**src/rtl/uhcef_pkg.sv**
```systemverilog
// constants, types and register map of the host channel event flag block
package uhcef_pkg;

    // ==========================================================
    // register map
    localparam logic [7:0] UHCEF_ADDR_CHA_EVENTS = 8'hE6;
    localparam logic [7:0] UHCEF_ADDR_CHB_EVENTS = 8'hE7;
    localparam logic [7:0] UHCEF_EVENTS_RESET    = 8'h00;
    localparam logic [7:0] UHCEF_READ_UNMAPPED   = 8'h00;

    // ==========================================================
    // event register field positions
    localparam int UHCEF_BIT_REQUEST_DONE = 7;
    localparam int UHCEF_BIT_GOOD_COUNT   = 6;
    localparam int UHCEF_BIT_TXN_FAULT    = 5;
    localparam int UHCEF_BIT_OUTCOME_CHG  = 4;
    localparam int UHCEF_BIT_MSS_DONE     = 1;
    localparam int UHCEF_BIT_MSS_ABORT    = 0;

    // ==========================================================
    // sizes and counts
    localparam int              UHCEF_NUM_CH       = 2;
    localparam int              UHCEF_EVENT_W      = 8;
    localparam int              UHCEF_LEN_W        = 11;
    localparam int              UHCEF_TOTAL_W      = 16;
    localparam int              UHCEF_ACK_CNT_W    = 4;
    localparam logic [1:0]      UHCEF_RETRY_STREAK = 2'h3;
    localparam logic [1:0]      UHCEF_STREAK_ZERO  = 2'h0;
    localparam logic [UHCEF_ACK_CNT_W-1:0] UHCEF_ACK_ZERO = 4'h0;
    localparam logic [UHCEF_ACK_CNT_W-1:0] UHCEF_ACK_ONE  = 4'h1;

    // ==========================================================
    // outcome codes; 101..111 are reserved and never produced
    typedef enum logic [2:0] {
        UHCEF_OC_NO_ERROR  = 3'h0,
        UHCEF_OC_STALL     = 3'h1,
        UHCEF_OC_OVERRUN   = 3'h2,
        UHCEF_OC_UNDERRUN  = 3'h3,
        UHCEF_OC_RETRY_ERR = 3'h4
    } uhcef_code_e;

    // ==========================================================
    // end-of-transaction report from the transaction engine
    typedef struct packed {
        logic                     done;
        logic                     is_in;
        logic                     timeout;
        logic                     crc_err;
        logic                     stuff_err;
        logic                     pid_err;
        logic                     toggle_err;
        logic                     stall;
        logic [UHCEF_LEN_W-1:0]   rx_bytes;
        logic [UHCEF_LEN_W-1:0]   packet_size_limit;
        logic [UHCEF_TOTAL_W-1:0] request_bytes_left;
    } uhcef_txn_s;

    // bulk-only sequencer events, channel A only
    typedef struct packed {
        logic status_ok;
        logic xfer_abort;
        logic deact_end;
        logic deact_in_csw;
        logic csw_err;
    } uhcef_bo_s;

endpackage

```
**src/rtl/uhcef_classify.sv**
```systemverilog
// outcome classifier for one finished transaction
`timescale 1ns/1ps
module uhcef_classify
    import uhcef_pkg::*;
(
    // transaction report
    input  uhcef_txn_s  txn,
    // classification
    output uhcef_code_e code,
    output logic        fault
);

    logic tog_mismatch;
    logic too_big;
    logic overrun;
    logic underrun;

    // toggle errors on oversize packets count as overrun, not mismatch
    assign tog_mismatch = txn.toggle_err && (txn.rx_bytes <= txn.packet_size_limit);
    assign too_big      = txn.rx_bytes > txn.packet_size_limit;
    assign overrun      = txn.is_in && (too_big
                          || ({5'h00, txn.rx_bytes} > txn.request_bytes_left));
    assign underrun     = txn.is_in && (txn.rx_bytes < txn.packet_size_limit)
                          && ({5'h00, txn.rx_bytes} < txn.request_bytes_left);

    // crc and stuff errors take precedence over size conditions
    assign fault = txn.timeout || txn.crc_err || txn.stuff_err || txn.pid_err
                   || tog_mismatch;

    always_comb begin
        if (fault) begin
            code = UHCEF_OC_RETRY_ERR;
        end else if (txn.stall) begin
            code = UHCEF_OC_STALL;
        end else if (overrun) begin
            code = UHCEF_OC_OVERRUN;
        end else if (underrun) begin
            code = UHCEF_OC_UNDERRUN;
        end else begin
            code = UHCEF_OC_NO_ERROR;
        end
    end

endmodule

```
**src/rtl/uhcef_flagbank.sv**
```systemverilog
// bank of sticky event flags, cleared by writing one
`timescale 1ns/1ps
module uhcef_flagbank
    import uhcef_pkg::*;
(
    // clock and reset
    input  wire logic                     core_clk,
    input  wire logic                     resetn,
    // events and clears
    input  wire logic [UHCEF_EVENT_W-1:0] set,
    input  wire logic [UHCEF_EVENT_W-1:0] clr,
    // flags
    output logic      [UHCEF_EVENT_W-1:0] flags_reg
);

    logic [UHCEF_EVENT_W-1:0] flags_next;

    // a set in the clearing cycle wins so the event is not lost
    assign flags_next = (flags_reg & ~clr) | set;

    always_ff @(posedge core_clk or negedge resetn) begin
        if (!resetn) begin
            flags_reg <= UHCEF_EVENTS_RESET;
        end else begin
            flags_reg <= flags_next;
        end
    end

endmodule

```
**src/rtl/uhcef_top.sv**
```systemverilog
// host channel A/B event flag registers with outcome classification
//
// Chosen here: strobed register access.
`timescale 1ns/1ps

// Contract
// - set fault flag on any transaction error: timeout, crc, stuff, pid, toggle
// - set outcome-change flag on stall, overrun, underrun or three retries in a row
// - clearing run bit sets outcome-change flag; code keeps last transaction result
// - outcome code 000 none, 001 stall, 010 overrun, 011 underrun, 100 retry
// - overrun when packet exceeds size limit or bytes exceed request total
// - crc or stuff error together with overrun or underrun counts as retry
// - toggle mismatch on packet within size limit is mismatch, not overrun
// - underrun on short packet that leaves the request total unfilled
// - retry errors: timeouts, data crc or stuff, pid check, bad pid, toggle
// - channel A sequence-done flag when status transport ends without error
// - on deactivation, done flag when it ends in a clean CSW transport
// - channel A sequence-abort flag when any bulk-only transfer ends abnormally
// - on deactivation, abort flag if outside CSW transport or CSW error
// - channel B event register at E7h, bits 7..4 flags, reset 00h
// - writing 1 clears that flag; bits written 0 are unchanged
// - request-done flag when an IRP-unit transfer finishes without error
// - good-count flag when good transactions reach the programmed count
// - channel A event register at E6h, bits 1..0 bulk-only flags
module uhcef_top
    import uhcef_pkg::*;
(
    // clock and reset
    input  wire logic                                          core_clk,
    input  wire logic                                          resetn,
    // register port
    input  wire logic [7:0]                                    reg_addr,
    input  wire logic [7:0]                                    reg_wdata,
    input  wire logic                                          reg_wr,
    input  wire logic                                          reg_rd,
    output logic      [7:0]                                    reg_rdata,
    // transaction engine, index 0 is channel A, 1 is channel B
    input  uhcef_txn_s [UHCEF_NUM_CH-1:0]                      txn,
    input  wire logic  [UHCEF_NUM_CH-1:0]                      request_done,
    input  wire logic  [UHCEF_NUM_CH-1:0]                      channel_run,
    input  wire logic  [UHCEF_NUM_CH-1:0][UHCEF_ACK_CNT_W-1:0] good_count_target,
    // bulk-only sequencer of channel A
    input  uhcef_bo_s                                          bo_event,
    // per-channel status
    output uhcef_code_e [UHCEF_NUM_CH-1:0]                     outcome_code,
    output logic        [UHCEF_NUM_CH-1:0][UHCEF_EVENT_W-1:0]  event_flags
);

    // ==========================================================
    // register port decode
    logic [UHCEF_NUM_CH-1:0] sel;
    logic [7:0]              rdata_next;

    assign sel[0] = reg_addr == UHCEF_ADDR_CHA_EVENTS;
    assign sel[1] = reg_addr == UHCEF_ADDR_CHB_EVENTS;

    always_comb begin
        rdata_next = UHCEF_READ_UNMAPPED;
        if (sel[0]) begin
            rdata_next = event_flags[0];
        end else if (sel[1]) begin
            rdata_next = event_flags[1];
        end
    end

    // read data stand only in the cycle after the read strobe
    always_ff @(posedge core_clk or negedge resetn) begin
        if (!resetn) begin
            reg_rdata <= UHCEF_READ_UNMAPPED;
        end else if (reg_rd) begin
            reg_rdata <= rdata_next;
        end else begin
            reg_rdata <= UHCEF_READ_UNMAPPED;
        end
    end

    // ==========================================================
    // bulk-only sequence events, channel A only
    logic mss_done_set;
    logic mss_abort_set;

    assign mss_done_set  = bo_event.status_ok
                           || (bo_event.deact_end && bo_event.deact_in_csw
                               && !bo_event.csw_err);
    assign mss_abort_set = bo_event.xfer_abort
                           || (bo_event.deact_end && (!bo_event.deact_in_csw
                               || bo_event.csw_err));

    // ==========================================================
    // per-channel event logic
    genvar ch;
    generate
        for (ch = 0; ch < UHCEF_NUM_CH; ch = ch + 1) begin : g_ch
            uhcef_code_e                txn_code;
            logic                       txn_fault;
            logic                       run_prev_reg;
            logic                       run_fall;
            logic [1:0]                 streak_reg;
            logic [1:0]                 streak_next;
            logic [UHCEF_ACK_CNT_W-1:0] good_reg;
            logic [UHCEF_ACK_CNT_W-1:0] good_next;
            logic                       good_hit;
            logic                       three_retries;
            logic                       code_change;
            logic [UHCEF_EVENT_W-1:0]   set;
            logic [UHCEF_EVENT_W-1:0]   clr;

            uhcef_classify u_classify (
                .txn   (txn[ch]),
                .code  (txn_code),
                .fault (txn_fault)
            );

            // code keeps the last transaction result, also after run stops
            always_ff @(posedge core_clk or negedge resetn) begin
                if (!resetn) begin
                    outcome_code[ch] <= UHCEF_OC_NO_ERROR;
                end else if (txn[ch].done) begin
                    outcome_code[ch] <= txn_code;
                end
            end

            always_ff @(posedge core_clk or negedge resetn) begin
                if (!resetn) begin
                    run_prev_reg <= 1'b0;
                end else begin
                    run_prev_reg <= channel_run[ch];
                end
            end

            assign run_fall = run_prev_reg && !channel_run[ch];

            // consecutive retry errors; any other outcome breaks the streak
            always_comb begin
                streak_next   = streak_reg;
                three_retries = 1'b0;
                if (txn[ch].done) begin
                    if (txn_code == UHCEF_OC_RETRY_ERR) begin
                        if (streak_reg == UHCEF_RETRY_STREAK - 2'h1) begin
                            three_retries = 1'b1;
                            streak_next   = UHCEF_STREAK_ZERO;
                        end else begin
                            streak_next = streak_reg + 2'h1;
                        end
                    end else begin
                        streak_next = UHCEF_STREAK_ZERO;
                    end
                end else if (run_fall) begin
                    streak_next = UHCEF_STREAK_ZERO;
                end
            end

            always_ff @(posedge core_clk or negedge resetn) begin
                if (!resetn) begin
                    streak_reg <= UHCEF_STREAK_ZERO;
                end else begin
                    streak_reg <= streak_next;
                end
            end

            // good transaction counter; a zero target never fires
            always_comb begin
                good_next = good_reg;
                good_hit  = 1'b0;
                if (run_fall) begin
                    good_next = UHCEF_ACK_ZERO;
                end else if (txn[ch].done && txn_code == UHCEF_OC_NO_ERROR) begin
                    if (good_count_target[ch] != UHCEF_ACK_ZERO
                        && good_reg + UHCEF_ACK_ONE == good_count_target[ch]) begin
                        good_hit  = 1'b1;
                        good_next = UHCEF_ACK_ZERO;
                    end else begin
                        good_next = good_reg + UHCEF_ACK_ONE;
                    end
                end
            end

            always_ff @(posedge core_clk or negedge resetn) begin
                if (!resetn) begin
                    good_reg <= UHCEF_ACK_ZERO;
                end else begin
                    good_reg <= good_next;
                end
            end

            assign code_change = txn[ch].done && (txn_code == UHCEF_OC_STALL
                                 || txn_code == UHCEF_OC_OVERRUN
                                 || txn_code == UHCEF_OC_UNDERRUN);

            always_comb begin
                set = UHCEF_EVENTS_RESET;
                set[UHCEF_BIT_REQUEST_DONE] = request_done[ch];
                set[UHCEF_BIT_GOOD_COUNT]   = good_hit;
                set[UHCEF_BIT_TXN_FAULT]    = txn[ch].done && txn_fault;
                set[UHCEF_BIT_OUTCOME_CHG]  = code_change || three_retries
                                              || run_fall;
                if (ch == 0) begin
                    set[UHCEF_BIT_MSS_DONE]  = mss_done_set;
                    set[UHCEF_BIT_MSS_ABORT] = mss_abort_set;
                end
            end

            // only bits written with one are cleared
            assign clr = (reg_wr && sel[ch]) ? reg_wdata : UHCEF_EVENTS_RESET;

            uhcef_flagbank u_flags (
                .core_clk  (core_clk),
                .resetn    (resetn),
                .set       (set),
                .clr       (clr),
                .flags_reg (event_flags[ch])
            );
        end
    endgenerate

endmodule

```
**config.mk**
```make
export PLATFORM = sky130hd
export DESIGN_NAME = uhcef_top
export DESIGN_NICKNAME = d
export VERILOG_FILES = /design/src/rtl/uhcef_pkg.sv /design/src/rtl/uhcef_classify.sv /design/src/rtl/uhcef_flagbank.sv /design/src/rtl/uhcef_top.sv
export SDC_FILE = /design/constraint.sdc
export NUM_CORES = 1
export LEC_CHECK = 0
export ABC_AREA = 1
export BUFFER_PORTS_ARGS = -buffer_cell sky130_fd_sc_hd__buf_4
export CORE_MARGIN = 2
export CORE_UTILIZATION = 48
export DETAILED_ROUTE_END_ITERATION = 8
export PLACE_DENSITY = 0.81
export SYNTH_ARGS = -nofsm -noshare
export SYNTH_HDL_FRONTEND = slang
export SYNTH_SLANG_ARGS = --single-unit
```
**constraint.sdc**
```tcl
create_clock -name core_clk -period 2 [get_ports core_clk]
set_input_delay 0.4 -clock core_clk [delete_from_list [all_inputs] [get_ports core_clk]]
set_output_delay 0.4 -clock core_clk [all_outputs]
set_load 0.05 [all_outputs]
```
==> impl_results.md, run 1 <==
- P&R area growth vs syn: 41.2%
- Die height: 89.9 um
- Row cnt: 31
- First-pass GRT wire length: 15,500 um
- Crit-path cells: ha_1 > xor2_1 > nor2_1 > o21ai_0 > nor3b_2 > buf_4 > nor2_1 > nand4_1 > nand2_1
- Final Max Slew Viols: 0
- Core ar.: 7210 um^2
- Final worst slack: 135 ps
- Slowest stage cell, crit path: dfrtp_1
- Syn Nets: 639
- YS warnings: 0
- CTS Buf Count: 5
- CP peak stage delay: 440 ps
- Final core utilization: 69.3%
- GR Util All Layers: 22.8%
- Leak Pwr: 2.80 nW
- CTS H-tree lvls: 2
- Pin count of the biggest net entering global routing: 45
- Reg-to-Reg Start: g_ch[0].good_reg[0]
- Synth area leader: dfrtp_1
- Endpoint kind of the worst setup timing path: flip-flop
- Arrival time worst endpoint: 2050 ps
- Status: finished, final reports clean
- # nets final: 810
- N_diodes: 0
- Power Dens Cells: 440 nW/um^2
- Dominant cell type by count on the critical path: nor2_1
- Clock sinks: 44
- Initial Utilization: 49.1%
- #FFs+latches synth: 44
- Share of cells above drive strength 1: 33.3%
- Clk pin slew, worst setup/hold paths: 80 ps
- Post-CTS Setup Inserts: 0
- Final Hold Viols: 0
- Setup WS pre-CTS: -107 ps
- Mapped Cells: 464
- Number of hold buffers added after cts: 0
- Boundary Pins: 159
- Sequential element share of the synthesized area: 31.1%
- Largest register FFs: 16
- Resized cells post-CTS: 0
- Worst Skew: 13.7 ps
- WL final: 8890 um
- Worst vdd ir: 266 uV
- Slew margin rel.: 64.3%
- Startpoint Class: flip-flop
- Setup slack, reg-to-reg: 140 ps
- Worst R2R End: g_ch[0].good_reg[3]
- Worst Tran Pin Value: 536 ps
- Reg2reg path depth: 9
- Die area: 8080 um^2
- Min-Delay Path Class: in -> async
- DR iter-0 viols: 109
- Antenna violations before repair: 0
- Top cell type's share of synthesized area: 31.1%
- Synth Area per Inst: 7.63 um^2
- CP Max Fanout: 5
- Global route overflow: 0
- Die width: 89.9 um
- Drc violations: 0
- Peak Freq: 536 MHz
- CP Class: reg -> reg
- Worst-skew pair later-pin latency: 310 ps
- RSZ-0062 raised after global routing: no
- Antenna-violating nets left: 0
- DR WL/cell: 12.1 um
- 1st-pass router iterations: 4
- Dpl hpwl: 7630 um
- Worst path bufs/invs: 1
- Final setup viols: 0
- Fillcell total: 619
- Root buf cell: clkbuf_8
- Crit path time final: 1860 ps
- Cell Area, Synth: 3540 um^2
- Placer Congestion: 0.829
- Largest cells by area after synthesis: dfrtp_1 (31%), ha_1 (16%), nand2_1 (10%)
- Worst path top cell family by delay: simple AND/OR/NAND/NOR gates
- Vias in the first global route: 3,684
- Input/output buffers: 158
- CTS tree: yes
- Req. time, crit path: 2180 ps
- Final worst-path cycle share: 93.2%
- Vias: 3,594
- Count of different cell masters after synthesis: 38
- Via-per-instance ratio: 4.89
- Max clock buf depth: 2
- Max Cap Violations: 0
report_power, final:
| part | internal (mW) | leakage, nW | switching, mW | total, mW |
|---|---|---|---|---|
| sequential | 0.922 | 0.537 | 0.0211 | 0.943 |
| combinational | 0.325 | 2.22 | 0.332 | 0.657 |
| clock | 0.280 | 0.0434 | 0.317 | 0.596 |
| total | 1.53 | 2.80 | 0.670 | 2.20 |
worst register-to-register path, cell delays in order, from the launching register on:
cell and delay (ps):
dfrtp_1 440, ha_1 340, xor2_1 170, nor2_1 80, o21ai_0 120, nor3b_2 210, buf_4 160, nor2_1 50
nand4_1 80, nand2_1 80
synthesized netlist by cell type:
library cell and count:
nand4_1 15, xnor2_1 4, o21ai_0 11, and2_4 1
nor3_1 2, nand2_2 8, o21ai_1 4, or2_1 3
inv_2 2, inv_1 86, or2_2 2, nor4_4 2
xor2_1 5, o21a_1 2, dfrtp_1 44, nor2_1 31
nand2_1 94, nand4_2 1, a21oi_1 31, nor4_1 1
clkbuf_1 1, clkinv_1 1, o22ai_1 7, nor2_2 3
nor3b_4 1, o211ai_1 1, ha_1 46, a21boi_0 2
o21ai_2 3, nor2_4 5, nand3_1 31, nor3_2 2
nand3_2 3, nand2_4 4, a21o_1 2, nor3b_2 1
buf_2 1, o21bai_1 1
cell type report:
type | count | area (um^2) | share of cell area [%]
multi-input cells | 329 | 2100 | 41.9
repair buffers | 166 | 1250 | 24.9
flip-flops and latches | 44 | 1100 | 22.0
inverters | 89 | 334 | 6.68
well taps | 99 | 124 | 2.48
clock buffers | 6 | 82.6 | 1.65
clock inverters | 2 | 15.0 | 0.300
per-layer routing:
| metal | wire, um | vias to the layer above | global-route usage, % |
|---|---|---|---|
| li1 | - | 1851 | - |
| met1 | 3670 | 1616 | 26.7 |
| met2 | 4550 | 109 | 42.3 |
| met3 | 491 | 18 | 4.61 |
| met4 | 182 | 0 | 6.28 |
| met5 | 0 | - | 0 |
cells in the final DEF (no fill, tap or decap), drive strengths merged:
cell and n:
clkbuf 6, nor3b 2, o22ai 7, clkinvlp 2
nor2 39, buf 166, a21o 2, a21boi 2
a21oi 31, nand2 106, o211ai 1, o21ai 18
dfrtp 44, xor2 5, inv 88, nor4 3
o21a 2, clkinv 1, nand3 34, nor3 4
nand4 16, xnor2 4, or2 5, o21bai 1
and2 1, ha 46
kinds of logic after synthesis:
kind of cell / synth area share [%]
DFF: 31.1
xor gates and xnor gates: 2.23
buffers and inverters: 9.69
adders and majority gates: 16.3
AOI/OAI and AO/OA: 10.2
and+or+nand+nor: 30.5
worst max-delay path by stage:
stage | startpoint | endpoint | slack [ps] | cells past startpoint
finish | g_ch[0].good_reg[0] | g_ch[0].good_reg[3] | 140 | 9
CTS | g_ch[0].good_reg[0] | g_ch[0].good_reg[3] | 110 | 8
global route | g_ch[0].good_reg[0] | g_ch[0].good_reg[3] | 40 | 9
floorplan | txn[26] | g_ch[0].good_reg[0] | 160 | 14
global placement | txn[37] | g_ch[0].good_reg[0] | -20 | 14
detailed placement | txn[37] | g_ch[0].good_reg[3] | -110 | 14
metrics by stage:
step | hold slack (ps) | instances | setup TNS (ps) | cell area, um^2 | power (mW)
floorplan | 104 | 464 | 0 | 3540 | 1.30
global placement | 414 | 726 | -77.0 | 4890 | 1.59
detailed placement | 428 | 726 | -594 | 4890 | 1.62
CTS | 92.6 | 734 | 0 | 4990 | 2.20
global route | 109 | 735 | 0 | 5000 | 2.33
finish | 71.6 | 735 | 0 | 5000 | 2.20
No activity file was read; power rests on OpenSTA's default activity.
==> run 2: changes to the inputs <==
--- a/config.mk
+++ b/config.mk
@@ -8,3 +8,3 @@
 export ABC_AREA = 1
-export BUFFER_PORTS_ARGS = -buffer_cell sky130_fd_sc_hd__buf_4
+export BUFFER_PORTS_ARGS = -buffer_cell sky130_fd_sc_hd__buf_2
 export CORE_MARGIN = 2
@@ -12,2 +12,3 @@
 export DETAILED_ROUTE_END_ITERATION = 8
+export MAX_ROUTING_LAYER = met4
 export PLACE_DENSITY = 0.81
--- a/constraint.sdc
+++ b/constraint.sdc
@@ -3,2 +3,2 @@
 set_output_delay 0.4 -clock core_clk [all_outputs]
-set_load 0.05 [all_outputs]
+set_load 0.1 [all_outputs]
==> run 2 against run 1 <==
Sequential power is essentially flat. Count of clock-buffer cells in the layout shrank 1. Critical endpoint is now g_ch[0].good_reg[2]. Sequential cell count is the same. Critical path type unchanged.
==> impl_results.md, run 2 (synthesis gave the netlist of run 1 again) <==
- Max Cap Violations: 0 (unchanged)
- First-pass GRT wire length: 14,500 um (was 15,500 um)
- Peak Freq: 540 MHz (was 536 MHz)
- Die width: 89.9 um (unchanged)
- Clock sinks: 44 (unchanged)
- Boundary Pins: 159 (unchanged)
- Antenna-violating nets left: 0 (unchanged)
- Most common cell after layout, fill and taps aside: buf_2 (was buf_4)
- DR WL/cell: 11.5 um (was 12.1 um)
- Area occupied by multi-input gates: 2100 um^2 (unchanged)
- Antenna violations before repair: 0 (unchanged)
- Final Hold Viols: 0 (unchanged)
- Dpl hpwl: 7400 um (was 7630 um)
- Placer Congestion: 0.889 (was 0.829)
- Row cnt: 31 (unchanged)
- Input/output buffers: 158 (unchanged)
- Min-Delay Path Class: in -> async (unchanged)
- Leak Pwr: 2.68 nW (was 2.80 nW)
- Power Dens Cells: 487 nW/um^2 (was 440 nW/um^2)
- CTS Buf Count: 5 (unchanged)
- Total power: 2.25 mW (was 2.20 mW)
- # nets final: 810 (unchanged)
- Final Max Slew Viols: 0 (unchanged)
- Hold slack final: 158 ps (was 71.6 ps)
- CP Max Fanout: 5 (unchanged)
- Final worst-path cycle share: 92.5% (was 93.2%)
- Largest register FFs: 16 (unchanged)
- DR iter-0 viols: 125 (was 109)
- Core ar.: 7210 um^2 (unchanged)
- Vias: 3,608 (was 3,594)
- Worst Skew: 8.28 ps (was 13.7 ps)
- Vias in the first global route: 3,612 (was 3,684)
- Arrival time worst endpoint: 2030 ps (was 2050 ps)
- Commonest non-fill, non-tap cells in the layout: buf_2 (158), nand2_1 (94), inv_1 (86) (was buf_4 (166), nand2_1 (94), inv_1 (86))
- Worst Tran Pin Value: 530 ps (was 536 ps)
- 1st-pass router iterations: 4 (unchanged)
- Via-per-instance ratio: 4.91 (was 4.89)
- Pin count of the biggest net entering global routing: 45 (unchanged)
- Share of cells above drive strength 1: 33.3% (unchanged)
- WL final: 8490 um (was 8890 um)
- CTS H-tree lvls: 2 (unchanged)
- Layout Cells excl Fill: 735 (unchanged)
- Final core utilization: 64.0% (was 69.3%)
- P&R area growth vs syn: 30.5% (was 41.2%)
- Fillcell total: 641 (was 619)
- Die area: 8080 um^2 (unchanged)
- RSZ-0062 raised after global routing: no (unchanged)
- Worst vdd ir: 274 uV (was 266 uV)
- Placed cells: 726 (unchanged)
- Crit path time final: 1850 ps (was 1860 ps)
- Endpoint kind of the worst setup timing path: flip-flop (unchanged)
- CTS tree: yes (unchanged)
- Clk pin slew, worst setup/hold paths: 90 ps (was 80 ps)
- Startpoint Class: flip-flop (unchanged)
- GR Util All Layers: 21.8% (was 22.8%)
- Global route overflow: 0 (unchanged)
- Reg area: 1100 um^2 (unchanged)
- Max clock buf depth: 2 (unchanged)
- Root buf cell: clkbuf_8 (unchanged)
- Die height: 89.9 um (unchanged)
- Drc violations: 0 (unchanged)
- Final setup viols: 0 (unchanged)
- N_diodes: 0 (unchanged)
- Slew margin rel.: 64.7% (was 64.3%)
- Status: finished, final reports clean (unchanged)
- Worst-skew pair later-pin latency: 290 ps (was 310 ps)
- CP Class: reg -> reg (unchanged)
- Initial Utilization: 49.1% (unchanged)
- Req. time, crit path: 2180 ps (about the same)
## run 2: layer usage
layer	vias to the layer above	part of all wire [%]	global-route usage (%)
li1	1851	-	-
met1	1629	42	24.8
met2	112	52	40.2
met3	16	4.5	2.85
met4	0	1.8	6.15
met5	-	0	-
## run 2: layout make-up
cell class	instances	share of cell area, %
clock inverters	3	1.00
well taps	99	2.68
repair buffers	166	18.4
flip-flops and latches	44	23.8
inverters	89	7.23
multi-input cells	329	45.4
clock buffers	5	1.49
## run 2: path summary, 6_finish.rpt
check	slack (ps)	cells after the start	to	from
hold reg to reg	490	2	outcome_code[4]	outcome_code[4]
setup reg to reg	150	9	g_ch[0].good_reg[2]	g_ch[0].good_reg[0]
max in group asynchronous	1480	2	outcome_code[0]	resetn
min in group core_clk	220	1	g_ch[1].run_prev_reg	channel_run[1]
hold / removal	160	2	reg_rdata[7]	resetn
setup / recovery	150	9	g_ch[0].good_reg[2]	g_ch[0].good_reg[0]
## run 2: stage by stage
stage | setup slack [ps] | TNS [ps] | area, um^2
floorplan | 160 | 0 | 3540
global placement | -4.62 | -16.7 | 4500
detailed placement | -101 | -583 | 4500
CTS | 118 | 0 | 4610
global route | 26.8 | 0 | 4620
finish | 150 | 0 | 4620
## run 2: critical path, stage by stage (launching register included)
cell	delay, ps
dfrtp_1	450
ha_1	350
xor2_1	170
nor2_1	80
o21ai_0	110
nor3b_2	190
buf_4	160
nor2_1	50
nand4_1	120
nand2_1	80
## run 2: timing repair
| action | 4_1_cts | 5_1_grt |
|---|---|---|
| buffers inserted | 0 | 1 |
| hold buffers | 0 | 0 |
| resized for setup | 0 | 0 |
| setup endpoints to repair | 0 | 3 |
## run 2: report_power, final
part / total (mW) / internal (mW) / leakage, nW / switching [mW]
clock network: 0.687 / 0.376 / 0.0548 / 0.311
logic: 0.622 / 0.248 / 2.09 / 0.374
registers: 0.941 / 0.922 / 0.537 / 0.0186
total: 2.25 / 1.55 / 2.68 / 0.703
==> run 3: changes to the inputs <==
- CORE_UTILIZATION: 48 -> 50
- CTS_BUF_LIST: unset -> sky130_fd_sc_hd__clkbuf_8
- PLACE_DENSITY: 0.81 -> 0.83
- SYNTH_HIERARCHICAL: unset -> 1
==> run 3 against run 2 <==
The flow now finishes with violations (negative setup slack). Worst setup slack worse by 220 ps. Clock power is 2% higher. Non-clock buffer count grew 9. Count of clock-buffer cells in the layout increased by 1. Via count rose by 12%. Final area grew 16%. Area after synthesis is 7.0% higher. Register-to-register slack improved by 210 ps. Largest cell class unchanged. Largest power group unchanged.
==> impl_results.md, run 3 <==
- Peak Freq: 484 MHz (was 540 MHz)
- Hold slack final: 179 ps (was 158 ps)
- P&R area growth vs syn: 42.2% (was 30.5%)
- Clock sinks: 44 (unchanged)
- Leak Pwr: 2.98 nW (was 2.68 nW)
- Slowest stage cell, crit path: or2_4 (was dfrtp_1)
- Top cell type's share of synthesized area: 29.1% (was 31.1%)
- Largest register FFs: 16 (unchanged)
- Core ar.: 7290 um^2 (was 7210 um^2)
- DR iter-0 viols: 138 (was 125)
- Pin count of the biggest net entering global routing: 45 (unchanged)
- Worst path bufs/invs: 2 (was 1)
- Crit-path cells: buf_2 > inv_1 > ha_4 > a21oi_2 > o21ai_0 > nand3_1 > nand3_2 > nand2_2 > nand2_1 > nand2_1 > a21oi_2 > or2_4 > nor2_4 > nand2_4 > a21oi_2 > nand2_1 > nand2_1 (was ha_1 > xor2_1 > nor2_1 > o21ai_0 > nor3b_2 > buf_4 > nor2_1 > nand4_1 > nand2_1)
- Final worst slack: -65.6 ps (was 150 ps)
- Power Dens Cells: 452 nW/um^2 (was 487 nW/um^2)
- Dpl hpwl: 7680 um (was 7400 um)
- Fraction of registers with async set/reset: 100% (unchanged)
- Setup TNS: -247 ps (was 0 ps)
- Clk pin slew, worst setup/hold paths: 80 ps (was 90 ps)
- Initial Utilization: 51.9% (was 49.1%)
- Slew margin rel.: 63.8% (was 64.7%)
- Worst path top cell family by delay: simple AND/OR/NAND/NOR gates (unchanged)
- CP Class: in -> reg (was reg -> reg)
- Cell Area, Synth: 3790 um^2 (was 3540 um^2)
- DR WL/cell: 12.1 um (was 11.5 um)
- Final setup viols: 6 (was 0)
- Failing checks: negative setup slack
- Predominant post-synthesis flop cell: dfrtp_1 (unchanged)
- Row cnt: 31 (unchanged)
- Synth area leader: dfrtp_1 (unchanged)
- Dominant cell type by count on the critical path: nand2_1 (was nor2_1)
- Cell area after layout: 5380 um^2 (was 4620 um^2)
- Max clock buf depth: 2 (unchanged)
- Die height: 91.0 um (was 89.9 um)
- Placer Congestion: 0.898 (was 0.889)
- Total power: 2.43 mW (was 2.25 mW)
- Global route overflow: 0 (unchanged)
- Startpoint Class: input port (was flip-flop)
- CP peak stage delay: 280 ps (was 450 ps)
- Die width: 91.0 um (was 89.9 um)
- Drc violations: 0 (unchanged)
- Number of synthesized flops with an enable pin: 0 (unchanged)
- Most common cell in the netlist: nand2_1 (unchanged)
- Share of cells above drive strength 1: 40.3% (was 33.3%)
- 1st-pass router iterations: 4 (unchanged)
- #FFs+latches synth: 44 (unchanged)
- Req. time, crit path: 2230 ps (was 2180 ps)
- Boundary Pins: 159 (unchanged)
- Arrival time worst endpoint: 2300 ps (was 2030 ps)
- CTS tree: yes (unchanged)
- Reg-to-Reg Start: g_ch[0].good_reg[0] (unchanged)
- Top cell types by occurrence after synthesis: nand2_1 (156), inv_1 (129), nor2_1 (51), ha_1 (46), dfrtp_1 (44) (was nand2_1 (94), inv_1 (86), ha_1 (46), dfrtp_1 (44))
- CTS H-tree lvls: 2 (unchanged)
- Placement Cell Area: 4770 um^2 (was 4500 um^2)
- CP Max Fanout: 5 (unchanged)
- Final Max Slew Viols: 0 (unchanged)
- Setup slack, reg-to-reg: 360 ps (was 150 ps)
- Worst vdd ir: 334 uV (was 274 uV)
- Synth Area per Inst: 6.82 um^2 (was 7.63 um^2)
- Antenna-violating nets left: 0 (unchanged)
- CTS Buf Count: 5 (unchanged)
- Reg2reg path depth: 8 (was 9)
- Mapped Cells: 555 (was 464)
- First-pass GRT wire length: 15,900 um (was 14,500 um)
- Fillcell total: 555 (was 641)
- WL final: 10,100 um (was 8490 um)
- N_diodes: 0 (unchanged)
- Largest cells by area after synthesis: dfrtp_1 (29%), nand2_1 (15%), ha_1 (15%) (was dfrtp_1 (31%), ha_1 (16%), nand2_1 (10%))
- Input/output buffers: 158 (unchanged)
- Worst-skew pair later-pin latency: 290 ps (about the same)
- Min-Delay Path Class: in -> async (unchanged)
- Commonest non-fill, non-tap cells in the layout: buf_2 (152), nand2_1 (148), inv_1 (117) (was buf_2 (158), nand2_1 (94), inv_1 (86))
- Layout Cells excl Fill: 836 (was 735)
- Worst Tran Pin Value: 544 ps (was 530 ps)
- Status: finished with violations (was finished, final reports clean)
- Via-per-instance ratio: 4.84 (was 4.91)
- Vias in the first global route: 3,961 (was 3,612)
- RSZ-0062 raised after global routing: yes (was no)
- YS warnings: 6 (was 0)
- Root buf cell: clkbuf_8 (unchanged)
- Most common cell after layout, fill and taps aside: buf_2 (unchanged)
- Worst Skew: 4.35 ps (was 8.28 ps)
- Antenna violations before repair: 0 (unchanged)
- Count of different cell masters after synthesis: 30 (was 38)
- GR Util All Layers: 23.2% (was 21.8%)
- Number of hold buffers added after cts: 0 (unchanged)
- Die area: 8280 um^2 (was 8080 um^2)
- # nets final: 911 (was 810)
- Endpoint kind of the worst setup timing path: flip-flop (unchanged)
- Final worst-path cycle share: 103% (was 92.5%)
- Vias: 4,044 (was 3,608)
- Placed cells: 824 (was 726)
- Max Cap Violations: 0 (unchanged)
- Final Hold Viols: 0 (unchanged)
- Worst R2R End: g_ch[0].u_flags/flags_reg[6] (was g_ch[0].good_reg[2])
- Setup WS pre-CTS: -335 ps (was -101 ps)
- Final core utilization: 73.8% (was 64.0%)
- Crit path time final: 2070 ps (was 1850 ps)
- Sequential element share of the synthesized area: 29.1% (was 31.1%)
[run 3: cell types whose count changed in the layout (fill, tap and decap cells not counted), sizes merged, moves of 2 or more]
cell,previous run,this run
xor2,5,0
o21ai,18,7
nor2,39,62
nand4,16,4
a21oi,31,36
inv,89,129
xnor2,4,2
a21boi,2,0
nand2,106,167
o22ai,7,0
o32ai,0,2
or2,5,2
buf,166,175
conb,0,6
[run 3: worst max-delay path by stage]
stage          slack, ps  cells after the start  startpoint                            to
2_1_floorplan        0.3                     15     txn[26]           g_ch[0].good_reg[3]
3_3_place_gp        -300                     16     txn[26]  g_ch[0].u_flags/flags_reg[6]
3_5_place_dp        -330                     19     txn[51]  g_ch[1].u_flags/flags_reg[4]
4_1_cts                3                     17     txn[64]           g_ch[1].good_reg[2]
5_1_grt             -230                     16     txn[68]           g_ch[1].good_reg[2]
6_report             -70                     17     txn[18]           g_ch[0].good_reg[2]
[run 3: repair_timing]
| item | in CTS | in global routing |
|---|---|---|
| endpoints found under the setup margin | 3 | 16 |
| endpoints found under the hold margin | 0 | 0 |
| setup buffers | 0 | 4 |
| pin swaps | 0 | 37 |
| gates resized for setup | 3 | 94 |
[run 3: power breakdown]
part | leakage, nW | switching, mW | internal, mW
combinational | 2.40 | 0.436 | 0.342
clock | 0.0614 | 0.296 | 0.408
sequential | 0.521 | 0.0246 | 0.928
[run 3: cell type report]
class,instances,area (um^2),share of cell area (%)
clock inverters,2,38.8,0.721
clock buffers,6,82.6,1.53
multi-input cells,381,2580,48.0
flip-flops and latches,44,1100,20.5
repair buffers,175,960,17.8
well taps,99,124,2.30
inverters,129,492,9.14
[run 3: metal layers]
metal / vias up / track usage (%) / wire (um)
met1: 1823 / 25.7 / 4100
met4: 0 / 4.42 / 218
li1: 2050 / - / -
met5: - / - / 0
met2: 150 / 43.4 / 5200
met3: 21 / 4.32 / 593
[run 3: kinds of logic (layout without fill, tap and decap cells)]
logic type	Yosys count	after routing	share of synthesized area, %
other cells	1	6	0.0990
buf+inv	135	312	14.2
simple gates	276	276	33.4
fa+ha+maj	46	46	15.2
xor+xnor	2	2	0.463
compound gates	51	51	7.53
flops	44	44	29.1
